**src/hdl/rxpf_pkg.sv**
```systemverilog
// package: register map, field layout and reset values of the receive packet-format block
package rxpf_pkg;
  // register indices (printed offsets not all multiples of four: index, byte address = 4 x index)
  localparam logic [7:0] RXPF_IDX_HDR_CTRL2 = 8'h33;
  localparam logic [7:0] RXPF_IDX_PREA_LOW = 8'h34;
  localparam logic [7:0] RXPF_IDX_PREA_DET = 8'h35;
  localparam logic [7:0] RXPF_IDX_SYNC3 = 8'h36;
  localparam logic [7:0] RXPF_IDX_SYNC2 = 8'h37;
  localparam logic [7:0] RXPF_IDX_SYNC1 = 8'h38;
  localparam logic [7:0] RXPF_IDX_SYNC0 = 8'h39;
  localparam logic [7:0] RXPF_IDX_PAY_LEN = 8'h3e;
  localparam logic [7:0] RXPF_IDX_CHECK3 = 8'h3f;
  localparam logic [7:0] RXPF_IDX_HDR_EN3 = 8'h43;
  localparam logic [7:0] RXPF_IDX_RX_HDR3 = 8'h47;
  localparam logic [7:0] RXPF_IDX_RX_LEN = 8'h4b;
  localparam logic [7:0] RXPF_IDX_CTRL = 8'h50;
  localparam logic [7:0] RXPF_IDX_STATUS = 8'h51;
  // field positions in header_control_two
  localparam int RXPF_HDLEN_LSB = 4;
  localparam int RXPF_FIXLEN_BIT = 3;
  localparam int RXPF_SYNCLEN_LSB = 1;
  localparam int RXPF_PREA_MSB_BIT = 0;
  // reset values
  localparam logic [6:0] RXPF_RST_HDR_CTRL2 = 7'h00;
  localparam logic [7:0] RXPF_RST_PREA_LOW = 8'h08;
  localparam logic [7:0] RXPF_RST_PREA_DET = 8'h00;
  localparam logic [7:0] RXPF_RST_SYNC3 = 8'h2d;
  localparam logic [7:0] RXPF_RST_SYNC2 = 8'hd4;
  localparam logic [7:0] RXPF_RST_SYNC1 = 8'h00;
  localparam logic [7:0] RXPF_RST_SYNC0 = 8'h00;
  localparam logic [7:0] RXPF_RST_PAY_LEN = 8'h00;
  localparam logic [31:0] RXPF_RST_CHECK = 32'h00000000;
  localparam logic [31:0] RXPF_RST_HDR_EN = 32'h00000000;
  localparam logic [7:0] RXPF_RST_RX_LEN = 8'hff;
  localparam logic [31:0] RXPF_BUS_OKAY = 32'h00000000;
  localparam logic [1:0] RXPF_RESP_OKAY = 2'b00;
  localparam logic [1:0] RXPF_RESP_SLVERR = 2'b10;
  localparam logic [2:0] RXPF_DB_DB = 3'd4;
endpackage

```
**src/hdl/rxpf_top.sv**
```systemverilog
// receive packet-format configuration, frame parser and header matcher with axi4-lite slave
`timescale 1ns/1ps
`default_nettype none
// Overview of operation
// header length selects bytes 3, 3-2, 3-1, 3-0
// header bytes arrive highest numbered first
// fixed flag set: no length byte expected
// sync length selects one to four bytes
// transmitter sends sync bytes from byte 3
// nine-bit preamble length in nibbles, split
// preamble length resets to eight nibbles
// all nine bits set is the maximum
// preamble length zero acts as one
// detect threshold nibbles in bits 7:3
// rssi offset adds 4 dB per step
// sync byte 3 resets to 0x2d
// sync byte 2 0xd4, byte 0 zero
// payload length in bytes, resets zero
// payload length up to 255 bytes
// zero payload length means no data
// fixed mode uses programmed payload length
// check bytes compared with received header
// packet handling only when enabled
// header compare masked per enable bit
// order: sync, header, length, payload
// reserved bit 7 reads zero
module rxpf_top import rxpf_pkg::*; (
  input wire logic aclk,
  input wire logic aresetn,
  input wire logic [31:0] s_axi_awaddr,
  input wire logic s_axi_awvalid,
  output logic s_axi_awready,
  input wire logic [31:0] s_axi_wdata,
  input wire logic [3:0] s_axi_wstrb,
  input wire logic s_axi_wvalid,
  output logic s_axi_wready,
  output logic [1:0] s_axi_bresp,
  output logic s_axi_bvalid,
  input wire logic s_axi_bready,
  input wire logic [31:0] s_axi_araddr,
  input wire logic s_axi_arvalid,
  output logic s_axi_arready,
  output logic [31:0] s_axi_rdata,
  output logic [1:0] s_axi_rresp,
  output logic s_axi_rvalid,
  input wire logic s_axi_rready,
  input wire logic preamble_found,
  input wire logic [7:0] rx_byte,
  input wire logic rx_byte_valid,
  output logic [7:0] payload_byte,
  output logic payload_valid,
  output logic [8:0] preamble_nibbles,
  output logic [4:0] detect_threshold,
  output logic [4:0] rssi_offset_db,
  output logic packet_done,
  output logic header_ok
);
  // ***********************
  // state
  // ***********************
  typedef enum logic [4:0] {
    RXPF_IDLE = 5'b00001,
    RXPF_SYNC = 5'b00010,
    RXPF_HDR = 5'b00100,
    RXPF_LEN = 5'b01000,
    RXPF_PAY = 5'b10000
  } rxpf_state_t;

  rxpf_state_t state;
  logic [6:0] hdr_ctrl;
  logic [7:0] prea_low, prea_det, pay_len, rx_len, count, rd_word, aw_idx, wbyte;
  logic [7:0] sync_pat [4];
  logic [31:0] check_hdr, hdr_en, rx_hdr;
  logic enable_rx, mismatch, rd_hit, wr_hit, aw_have, w_have, fix_len, w_done;
  logic [1:0] idx, sy_len, w_lane, r_lane;
  logic [2:0] hd_len;

  // fields decoded from the header_control_two register (hdr_ctrl)
  assign hd_len = hdr_ctrl[RXPF_HDLEN_LSB +: 3];
  assign sy_len = hdr_ctrl[RXPF_SYNCLEN_LSB +: 2];
  assign fix_len = hdr_ctrl[RXPF_FIXLEN_BIT];
  // byte lane in 2-bit arithmetic; all three banks start on lane 3
  assign w_lane = 2'd3 - (aw_idx[1:0] - RXPF_IDX_CHECK3[1:0]);
  assign r_lane = 2'd3 - (s_axi_araddr[3:2] - RXPF_IDX_CHECK3[1:0]);

  // ***********************
  // axi4-lite write
  // ***********************
  always_ff @(posedge aclk) begin
    if (!aresetn) begin
      aw_have <= 1'b0;
      aw_idx <= 8'h00;
      s_axi_awready <= 1'b1;
    end else if (s_axi_awvalid && s_axi_awready) begin
      aw_have <= 1'b1;
      aw_idx <= s_axi_awaddr[9:2];
      s_axi_awready <= 1'b0;
    end else if (s_axi_bvalid && s_axi_bready) begin
      aw_have <= 1'b0;
      s_axi_awready <= 1'b1;
    end
  end

  always_ff @(posedge aclk) begin
    if (!aresetn) begin
      w_have <= 1'b0;
      wbyte <= 8'h00;
      s_axi_wready <= 1'b1;
    end else if (s_axi_wvalid && s_axi_wready) begin
      w_have <= s_axi_wstrb[0];
      wbyte <= s_axi_wdata[7:0];
      s_axi_wready <= 1'b0;
    end else if (s_axi_bvalid && s_axi_bready) begin
      w_have <= 1'b0;
      s_axi_wready <= 1'b1;
    end
  end

  always_ff @(posedge aclk) begin
    if (!aresetn) begin
      w_done <= 1'b0;
    end else begin
      w_done <= aw_have && !s_axi_awready && !s_axi_wready && !s_axi_bvalid && !w_done;
    end
  end

  always_comb begin
    wr_hit = 1'b1;
    unique case (aw_idx)
      RXPF_IDX_HDR_CTRL2, RXPF_IDX_PREA_LOW, RXPF_IDX_PREA_DET, RXPF_IDX_SYNC3,
      RXPF_IDX_SYNC2, RXPF_IDX_SYNC1, RXPF_IDX_SYNC0, RXPF_IDX_PAY_LEN,
      RXPF_IDX_CTRL: wr_hit = 1'b1;
      default: wr_hit = (aw_idx >= RXPF_IDX_CHECK3) && (aw_idx < RXPF_IDX_RX_HDR3);
    endcase
  end

  always_ff @(posedge aclk) begin
    if (!aresetn) begin
      s_axi_bvalid <= 1'b0;
      s_axi_bresp <= RXPF_RESP_OKAY;
    end else if (w_done) begin
      s_axi_bvalid <= 1'b1;
      s_axi_bresp <= wr_hit ? RXPF_RESP_OKAY : RXPF_RESP_SLVERR;
    end else if (s_axi_bready) begin
      s_axi_bvalid <= 1'b0;
    end
  end

  // ***********************
  // configuration registers
  // ***********************
  always_ff @(posedge aclk) begin
    if (!aresetn) begin
      hdr_ctrl <= RXPF_RST_HDR_CTRL2;
      prea_low <= RXPF_RST_PREA_LOW;
      prea_det <= RXPF_RST_PREA_DET;
      sync_pat[3] <= RXPF_RST_SYNC3;
      sync_pat[2] <= RXPF_RST_SYNC2;
      sync_pat[1] <= RXPF_RST_SYNC1;
      sync_pat[0] <= RXPF_RST_SYNC0;
      pay_len <= RXPF_RST_PAY_LEN;
      check_hdr <= RXPF_RST_CHECK;
      hdr_en <= RXPF_RST_HDR_EN;
      enable_rx <= 1'b0;
    end else if (w_done && w_have) begin
      unique case (aw_idx)
        RXPF_IDX_HDR_CTRL2: hdr_ctrl <= wbyte[6:0];
        RXPF_IDX_PREA_LOW: prea_low <= wbyte;
        RXPF_IDX_PREA_DET: prea_det <= wbyte;
        RXPF_IDX_SYNC3: sync_pat[3] <= wbyte;
        RXPF_IDX_SYNC2: sync_pat[2] <= wbyte;
        RXPF_IDX_SYNC1: sync_pat[1] <= wbyte;
        RXPF_IDX_SYNC0: sync_pat[0] <= wbyte;
        RXPF_IDX_PAY_LEN: pay_len <= wbyte;
        RXPF_IDX_CTRL: enable_rx <= wbyte[0];
        default: begin
          if (aw_idx >= RXPF_IDX_CHECK3 && aw_idx < RXPF_IDX_HDR_EN3) begin
            check_hdr[8 * w_lane +: 8] <= wbyte;
          end else if (aw_idx >= RXPF_IDX_HDR_EN3 && aw_idx < RXPF_IDX_RX_HDR3) begin
            hdr_en[8 * w_lane +: 8] <= wbyte;
          end
        end
      endcase
    end
  end

  // ***********************
  // derived settings
  // ***********************
  always_ff @(posedge aclk) begin
    if (!aresetn) begin
      preamble_nibbles <= {1'b0, RXPF_RST_PREA_LOW};
      detect_threshold <= 5'h00;
      rssi_offset_db <= 5'h00;
    end else begin
      // zero acts as one; all ones is the maximum
      preamble_nibbles <= ({hdr_ctrl[RXPF_PREA_MSB_BIT], prea_low} == 9'h000) ? 9'h001 :
                          {hdr_ctrl[RXPF_PREA_MSB_BIT], prea_low};
      detect_threshold <= prea_det[7:3];
      rssi_offset_db <= {prea_det[2:0], 2'b00};
    end
  end

  // ***********************
  // read channel
  // ***********************
  always_comb begin
    rd_word = 8'h00;
    rd_hit = 1'b1;
    unique case (s_axi_araddr[9:2])
      RXPF_IDX_HDR_CTRL2: rd_word = {1'b0, hdr_ctrl};
      RXPF_IDX_PREA_LOW: rd_word = prea_low;
      RXPF_IDX_PREA_DET: rd_word = prea_det;
      RXPF_IDX_SYNC3: rd_word = sync_pat[3];
      RXPF_IDX_SYNC2: rd_word = sync_pat[2];
      RXPF_IDX_SYNC1: rd_word = sync_pat[1];
      RXPF_IDX_SYNC0: rd_word = sync_pat[0];
      RXPF_IDX_PAY_LEN: rd_word = pay_len;
      RXPF_IDX_RX_LEN: rd_word = rx_len;
      RXPF_IDX_CTRL: rd_word = {7'h00, enable_rx};
      RXPF_IDX_STATUS: rd_word = {3'h0, state};
      default: begin
        if (s_axi_araddr[9:2] >= RXPF_IDX_CHECK3 && s_axi_araddr[9:2] < RXPF_IDX_HDR_EN3) begin
          rd_word = check_hdr[8 * r_lane +: 8];
        end else if (s_axi_araddr[9:2] >= RXPF_IDX_HDR_EN3 &&
                     s_axi_araddr[9:2] < RXPF_IDX_RX_HDR3) begin
          rd_word = hdr_en[8 * r_lane +: 8];
        end else if (s_axi_araddr[9:2] >= RXPF_IDX_RX_HDR3 &&
                     s_axi_araddr[9:2] < RXPF_IDX_RX_LEN) begin
          rd_word = rx_hdr[8 * r_lane +: 8];
        end else begin
          rd_hit = 1'b0;
        end
      end
    endcase
  end

  always_ff @(posedge aclk) begin
    if (!aresetn) begin
      s_axi_arready <= 1'b1;
      s_axi_rvalid <= 1'b0;
      s_axi_rdata <= RXPF_BUS_OKAY;
      s_axi_rresp <= RXPF_RESP_OKAY;
    end else if (s_axi_arvalid && s_axi_arready) begin
      s_axi_arready <= 1'b0;
      s_axi_rvalid <= 1'b1;
      s_axi_rdata <= {24'h000000, rd_word};
      s_axi_rresp <= rd_hit ? RXPF_RESP_OKAY : RXPF_RESP_SLVERR;
    end else if (s_axi_rvalid && s_axi_rready) begin
      s_axi_rvalid <= 1'b0;
      s_axi_arready <= 1'b1;
    end
  end

  // ***********************
  // frame parser
  // ***********************
  always_ff @(posedge aclk) begin
    if (!aresetn) begin
      state <= RXPF_IDLE;
      idx <= 2'd3;
      count <= 8'h00;
      mismatch <= 1'b0;
      rx_hdr <= 32'h00000000;
      rx_len <= RXPF_RST_RX_LEN;
      payload_byte <= 8'h00;
      payload_valid <= 1'b0;
      packet_done <= 1'b0;
      header_ok <= 1'b0;
    end else begin
      payload_valid <= 1'b0;
      packet_done <= 1'b0;
      unique case (state)
        RXPF_IDLE: begin
          if (preamble_found) begin
            state <= RXPF_SYNC;
            idx <= 2'd3;
            header_ok <= 1'b0;
          end
        end
        RXPF_SYNC: begin
          if (rx_byte_valid) begin
            if (rx_byte != sync_pat[idx]) begin
              state <= RXPF_IDLE;
            end else if (idx == 2'd3 - sy_len) begin
              idx <= 2'd3;
              mismatch <= 1'b0;
              count <= 8'h00;
              if (!enable_rx) begin
                state <= RXPF_PAY;
              end else if (hd_len != 3'd0) begin
                state <= RXPF_HDR;
              end else if (!fix_len) begin
                state <= RXPF_LEN;
              end else begin
                state <= RXPF_PAY;
                rx_len <= pay_len;
                header_ok <= 1'b1;
                if (pay_len == 8'h00) begin
                  state <= RXPF_IDLE;
                  packet_done <= 1'b1;
                end
              end
            end else begin
              idx <= idx - 2'd1;
            end
          end
        end
        RXPF_HDR: begin
          if (rx_byte_valid) begin
            rx_hdr[8 * idx +: 8] <= rx_byte;
            // masked per bit against check bytes
            if (((rx_byte ^ check_hdr[8 * idx +: 8]) & hdr_en[8 * idx +: 8]) != 8'h00) begin
              mismatch <= 1'b1;
            end
            idx <= idx - 2'd1;
            if ({1'b0, idx} == 3'd4 - ((hd_len > 3'd4) ? RXPF_DB_DB : hd_len)) begin
              if (!fix_len) begin
                state <= RXPF_LEN;
              end else begin
                state <= RXPF_PAY;
                rx_len <= pay_len;
                header_ok <= !mismatch &&
                  (((rx_byte ^ check_hdr[8 * idx +: 8]) & hdr_en[8 * idx +: 8]) == 8'h00);
                if (pay_len == 8'h00) begin
                  state <= RXPF_IDLE;
                  packet_done <= 1'b1;
                end
              end
            end
          end
        end
        RXPF_LEN: begin
          if (rx_byte_valid) begin
            rx_len <= rx_byte;
            header_ok <= !mismatch;
            state <= (rx_byte == 8'h00) ? RXPF_IDLE : RXPF_PAY;
            packet_done <= (rx_byte == 8'h00);
          end
        end
        RXPF_PAY: begin
          if (!enable_rx) begin
            if (rx_byte_valid) begin
              payload_byte <= rx_byte;
              payload_valid <= 1'b1;
            end
            if (preamble_found) begin
              state <= RXPF_SYNC;
              idx <= 2'd3;
            end
          end else if (rx_byte_valid) begin
            payload_byte <= rx_byte;
            payload_valid <= 1'b1;
            count <= count + 8'h01;
            if (count + 8'h01 == rx_len) begin
              state <= RXPF_IDLE;
              packet_done <= 1'b1;
            end
          end
        end
      endcase
    end
  end
endmodule
`default_nettype wire

```
**config.mk**
```make
export PLATFORM = sky130hd
export DESIGN_NAME = rxpf_top
export DESIGN_NICKNAME = d
export VERILOG_FILES = /design/src/hdl/rxpf_pkg.sv /design/src/hdl/rxpf_top.sv
export SDC_FILE = /design/constraint.sdc
export NUM_CORES = 1
export LEC_CHECK = 0
export BUFFER_PORTS_ARGS = -buffer_cell sky130_fd_sc_hd__buf_2
export CAP_MARGIN = 15
export CORE_MARGIN = 3
export CORE_UTILIZATION = 33
export CTS_BUF_LIST = sky130_fd_sc_hd__clkbuf_4 sky130_fd_sc_hd__clkbuf_8
export CTS_CLUSTER_SIZE = 14
export DETAILED_ROUTE_END_ITERATION = 16
export PLACE_DENSITY = 0.62
export SKIP_CTS_REPAIR_TIMING = 1
export SLEW_MARGIN = 20
export SYNTH_ARGS = -nofsm -noshare
export SYNTH_HDL_FRONTEND = slang
export SYNTH_SLANG_ARGS = --single-unit
```
**constraint.sdc**
```tcl
create_clock -name aclk -period 3 [get_ports aclk]
set_input_delay 0.3 -clock aclk [delete_from_list [all_inputs] [get_ports aclk]]
set_output_delay 0.3 -clock aclk [all_outputs]
set_load 0.02 [all_outputs]
```
==> summary.md <==
| Metric | Value |
|---|---|
| Outcome | `completed` |
| Skew-Pair Late Insertion Delay | `0.56 ns` |
| Final Slew Violations | `0` |
| Port Buffers | `84` |
| Largest net degree at the start of global routing | `53` |
| RR Endpoint | `check_hdr[28]` |
| Routed vias/inst | `5.48` |
| CTS tree | `done` |
| Crit-path max FO | `8` |
| Global-route wire length before repair | `60,500 um` |
| CTS Buffer Depth | `3` |
| Max transition margin | `0.424` |
| Setup TNS | `0 ns` |
| Gpl congestion | `0.935` |
| Critical path, cell by cell | `inv_1 -> ha_1 -> o21ba_1 -> o21ai_0 -> a31oi_1 -> nor4_1 -> buf_4 -> nand2_1 -> mux2i_1 -> nor2_1` |
| Post-synth EDFFs | `32` |
| Number of buffers created by CTS | `42` |
| Initial Util | `0.335` |
| Number of remaining DRC errors | `0` |
| Core Footprint | `0.0377 mm2` |
| DRT Pass-1 Iters | `6` |
| Final Cycle Share | `0.897` |
| Number of global-route vias before repair | `10,400` |
| Flop-to-flop setup slack | `0.31 ns` |
| Antenna fix cells | `0` |
| Crit path DAT | `3.09 ns` |
| Setup WS post-layout | `0.310 ns` |
| RSZ-0062 raised after global routing | `false` |
| YS warnings | `0` |
| Worst hold path startpoint | `s_axi_wdata[1]` |
| Sink Count | `248` |
| Main synth FF type | `dfxtp_1` |
| Die H | `202 um` |
| Ys async rst share | `0` |
| Starting DRT DRC Count | `982` |
| CP required | `3.39 ns` |
| Num rows | `71` |
| Setup violators final | `0` |
| FILL cells | `3,823` |
| Post-Place Setup Slack | `0.300 ns` |
| DR vias | `10,800` |
| Die area | `0.0407 mm2` |
| Initial antenna violation count | `0` |
| Post-layout nets | `1,574` |
| Pwr/cell area | `501 mW/mm2` |
| GRT overflow | `0` |
| Avg Synthesized Cell Area | `9.27 um2` |
| Yosys top cell area share | `0.342` |
| Clock power frac | `0.439` |
| Crit Path Class | `register to register` |
| Worst VDD drop | `233 uV` |
| P_int | `0.00543 W` |
| Psw | `0.00182 W` |
| Total power | `0.00724 W` |
| Combinational group share of total power | `0.078` |
| H-tree levels | `2` |
| Area Overhead vs Synth | `14.6%` |
| Synthesized instance count | `1,363` |
| GRT Overall Usage | `0.188` |
| CP Capture Point | `check_hdr[28]` |
| Distinct cells, synth | `76` |
| Synth area leaders | `dfxtp_1 34%, mux2i_1 8.5%, edfxtp_1 7.6%, mux4_2 5.7%, nand2_1 4.0%` |
| Fmax | `372 MHz` |
| Switch share | `0.251` |
| Pleak | `6.09 nW` |
| Max_cap viols | `0` |
| Slowest cell on the critical path | `dfxtp_1` |
| Mapped Area | `0.0126 mm2` |
| Hold Slack | `0.000646 ns` |
| Antenna viol nets, final | `0` |
| Worst Hold Class | `input port to register` |
| Reg2Reg Depth | `10` |
| Fin crit period | `2.69 ns` |
| Worst Setup SP | `aw_idx[0]` |
| Reg2reg start | `aw_idx[0]` |
| Synthesized flop and latch total | `248` |
| Startpoint Class | `register` |
| Skew final | `0.0191 ns` |
| Hold Vio Cnt, Final | `0` |
| Slew @ Worst Pin | `0.862 ns` |
| Crit path largest cell delay | `0.40 ns` |
| Worst setup EP type | `register` |
| Die width | `202 um` |
| Top Ports | `188` |
| Layout cell share with drive strength beyond 1 | `0.165` |
| Root Driver | `clkbuf_8` |
| DR WL/cell | `20.0 um` |
| Seq/Total Area, Yosys | `0.419` |
| Seq pwr share | `0.483` |
| Yosys top cell by area | `dfxtp_1` |
| Drt total wl | `39,600 um` |
| Final HPWL DP | `28,400 um` |
| Clock Pin Slew Worst Setup and Hold Paths | `0.05 ns` |
[placed cells by master (no fill, tap or decap), drive strengths merged, types with 10 or more instances in the layout]
cell,n
dfxtp,216
nand2,136
nor2,134
buf,125
mux2i,107
a21oi,85
and2,69
nand3,66
clkbuf,60
mux4,32
edfxtp,32
o21ai,28
conb,28
and3,27
xor2,27
a22oi,22
xnor2,20
inv,19
a31oi,18
nor3,16
ha,16
a222oi,14
a221oi,12
a211oi,12
nand2b,11
or3,10
[layout make-up]
class | count | area, um2 | share of cell area
Timing Repair Buffer | 130 | 816 | 0.0564
Tap cell | 511 | 639 | 0.0442
Clock buffer | 60 | 776 | 0.0536
Multi-Input combinational cell | 999 | 6780 | 0.469
Clock inverter | 8 | 92.6 | 0.00640
Inverter | 20 | 77.6 | 0.00536
Sequential cell | 248 | 5290 | 0.365
[layer usage]
metal / track usage / share of wire
met5: 0 / 0
met2: 0.313 / 0.47
met1: 0.241 / 0.41
met4: 0.0683 / 0.034
met3: 0.0401 / 0.083
[power by group through the flow]
stage               combinational [W]  clock (W)  sequential (W)
finish                       0.000567    0.00318         0.00350
global route                 0.000614    0.00340         0.00350
CTS                          0.000559    0.00326         0.00350
detailed placement           0.000558          0         0.00357
global placement             0.000550          0         0.00357
floorplan                    0.000406          0         0.00353
[flip-flops by register name (all words and copies together) (netlist names), 9 cells and up, named ones only]
register and cells:
check_hdr 32, hdr_en 32, preamble_nibbles 9, rx_hdr 32, sync_pat 32
[through the flow]
step	std cells	area (um2)	utilization
floorplan	1390	12700	-
global placement	1903	13600	0.360
detailed placement	1903	13600	0.360
CTS	1971	14400	0.383
global route	1976	14500	0.384
finish	1976	14500	0.384
[synth_stat cells (10+ instances only)]
cell / instances
dfxtp_1: 216
nand2_1: 136
nor2_1: 133
mux2i_1: 107
a21oi_1: 83
clkbuf_1: 73
and2_1: 69
nand3_1: 66
edfxtp_1: 32
mux4_2: 32
buf_4: 29
o21ai_0: 28
and3_1: 27
xor2_1: 27
a22oi_1: 22
xnor2_1: 20
inv_1: 19
a31oi_1: 18
ha_1: 16
nor3_1: 16
a222oi_1: 14
buf_1: 13
a211oi_1: 12
a221oi_1: 12
nand2b_1: 11
or3_1: 10
[kinds of logic after synthesis]
| logic type | count (synthesis) | share of synthesized area |
|---|---|---|
| AO/OA/AOI/OAI | 250 | 0.136 |
| other | 1 | 0.000297 |
| buffers and inverters | 143 | 0.0524 |
| XOR/XNOR | 47 | 0.0326 |
| adder cells (fa/ha/maj) | 16 | 0.0159 |
| AND/OR/NAND/NOR | 518 | 0.201 |
| flip-flops | 248 | 0.419 |
| multiplexers | 140 | 0.143 |
[worst min path at each step]
stage          cells past startpoint  slack [ns]          to
2_1_floorplan                      2        0.43   rx_hdr[0]
3_3_place_gp                       2        0.43  rx_hdr[29]
3_5_place_dp                       2        0.44   rx_hdr[6]
4_1_cts                            3       -0.03   aw_idx[5]
5_1_grt                            3       0.001    wbyte[1]
6_report                           3      0.0006    wbyte[1]
[worst max-delay path: cells and delay by family (launching register included)]
family,cells,cell delay [ns]
compound gates,3,0.50
simple gates,3,0.72
fa+ha+maj,1,0.32
mux,1,0.28
flops,1,0.40
buf+inv,2,0.31
(Power assumes the default switching activity.)
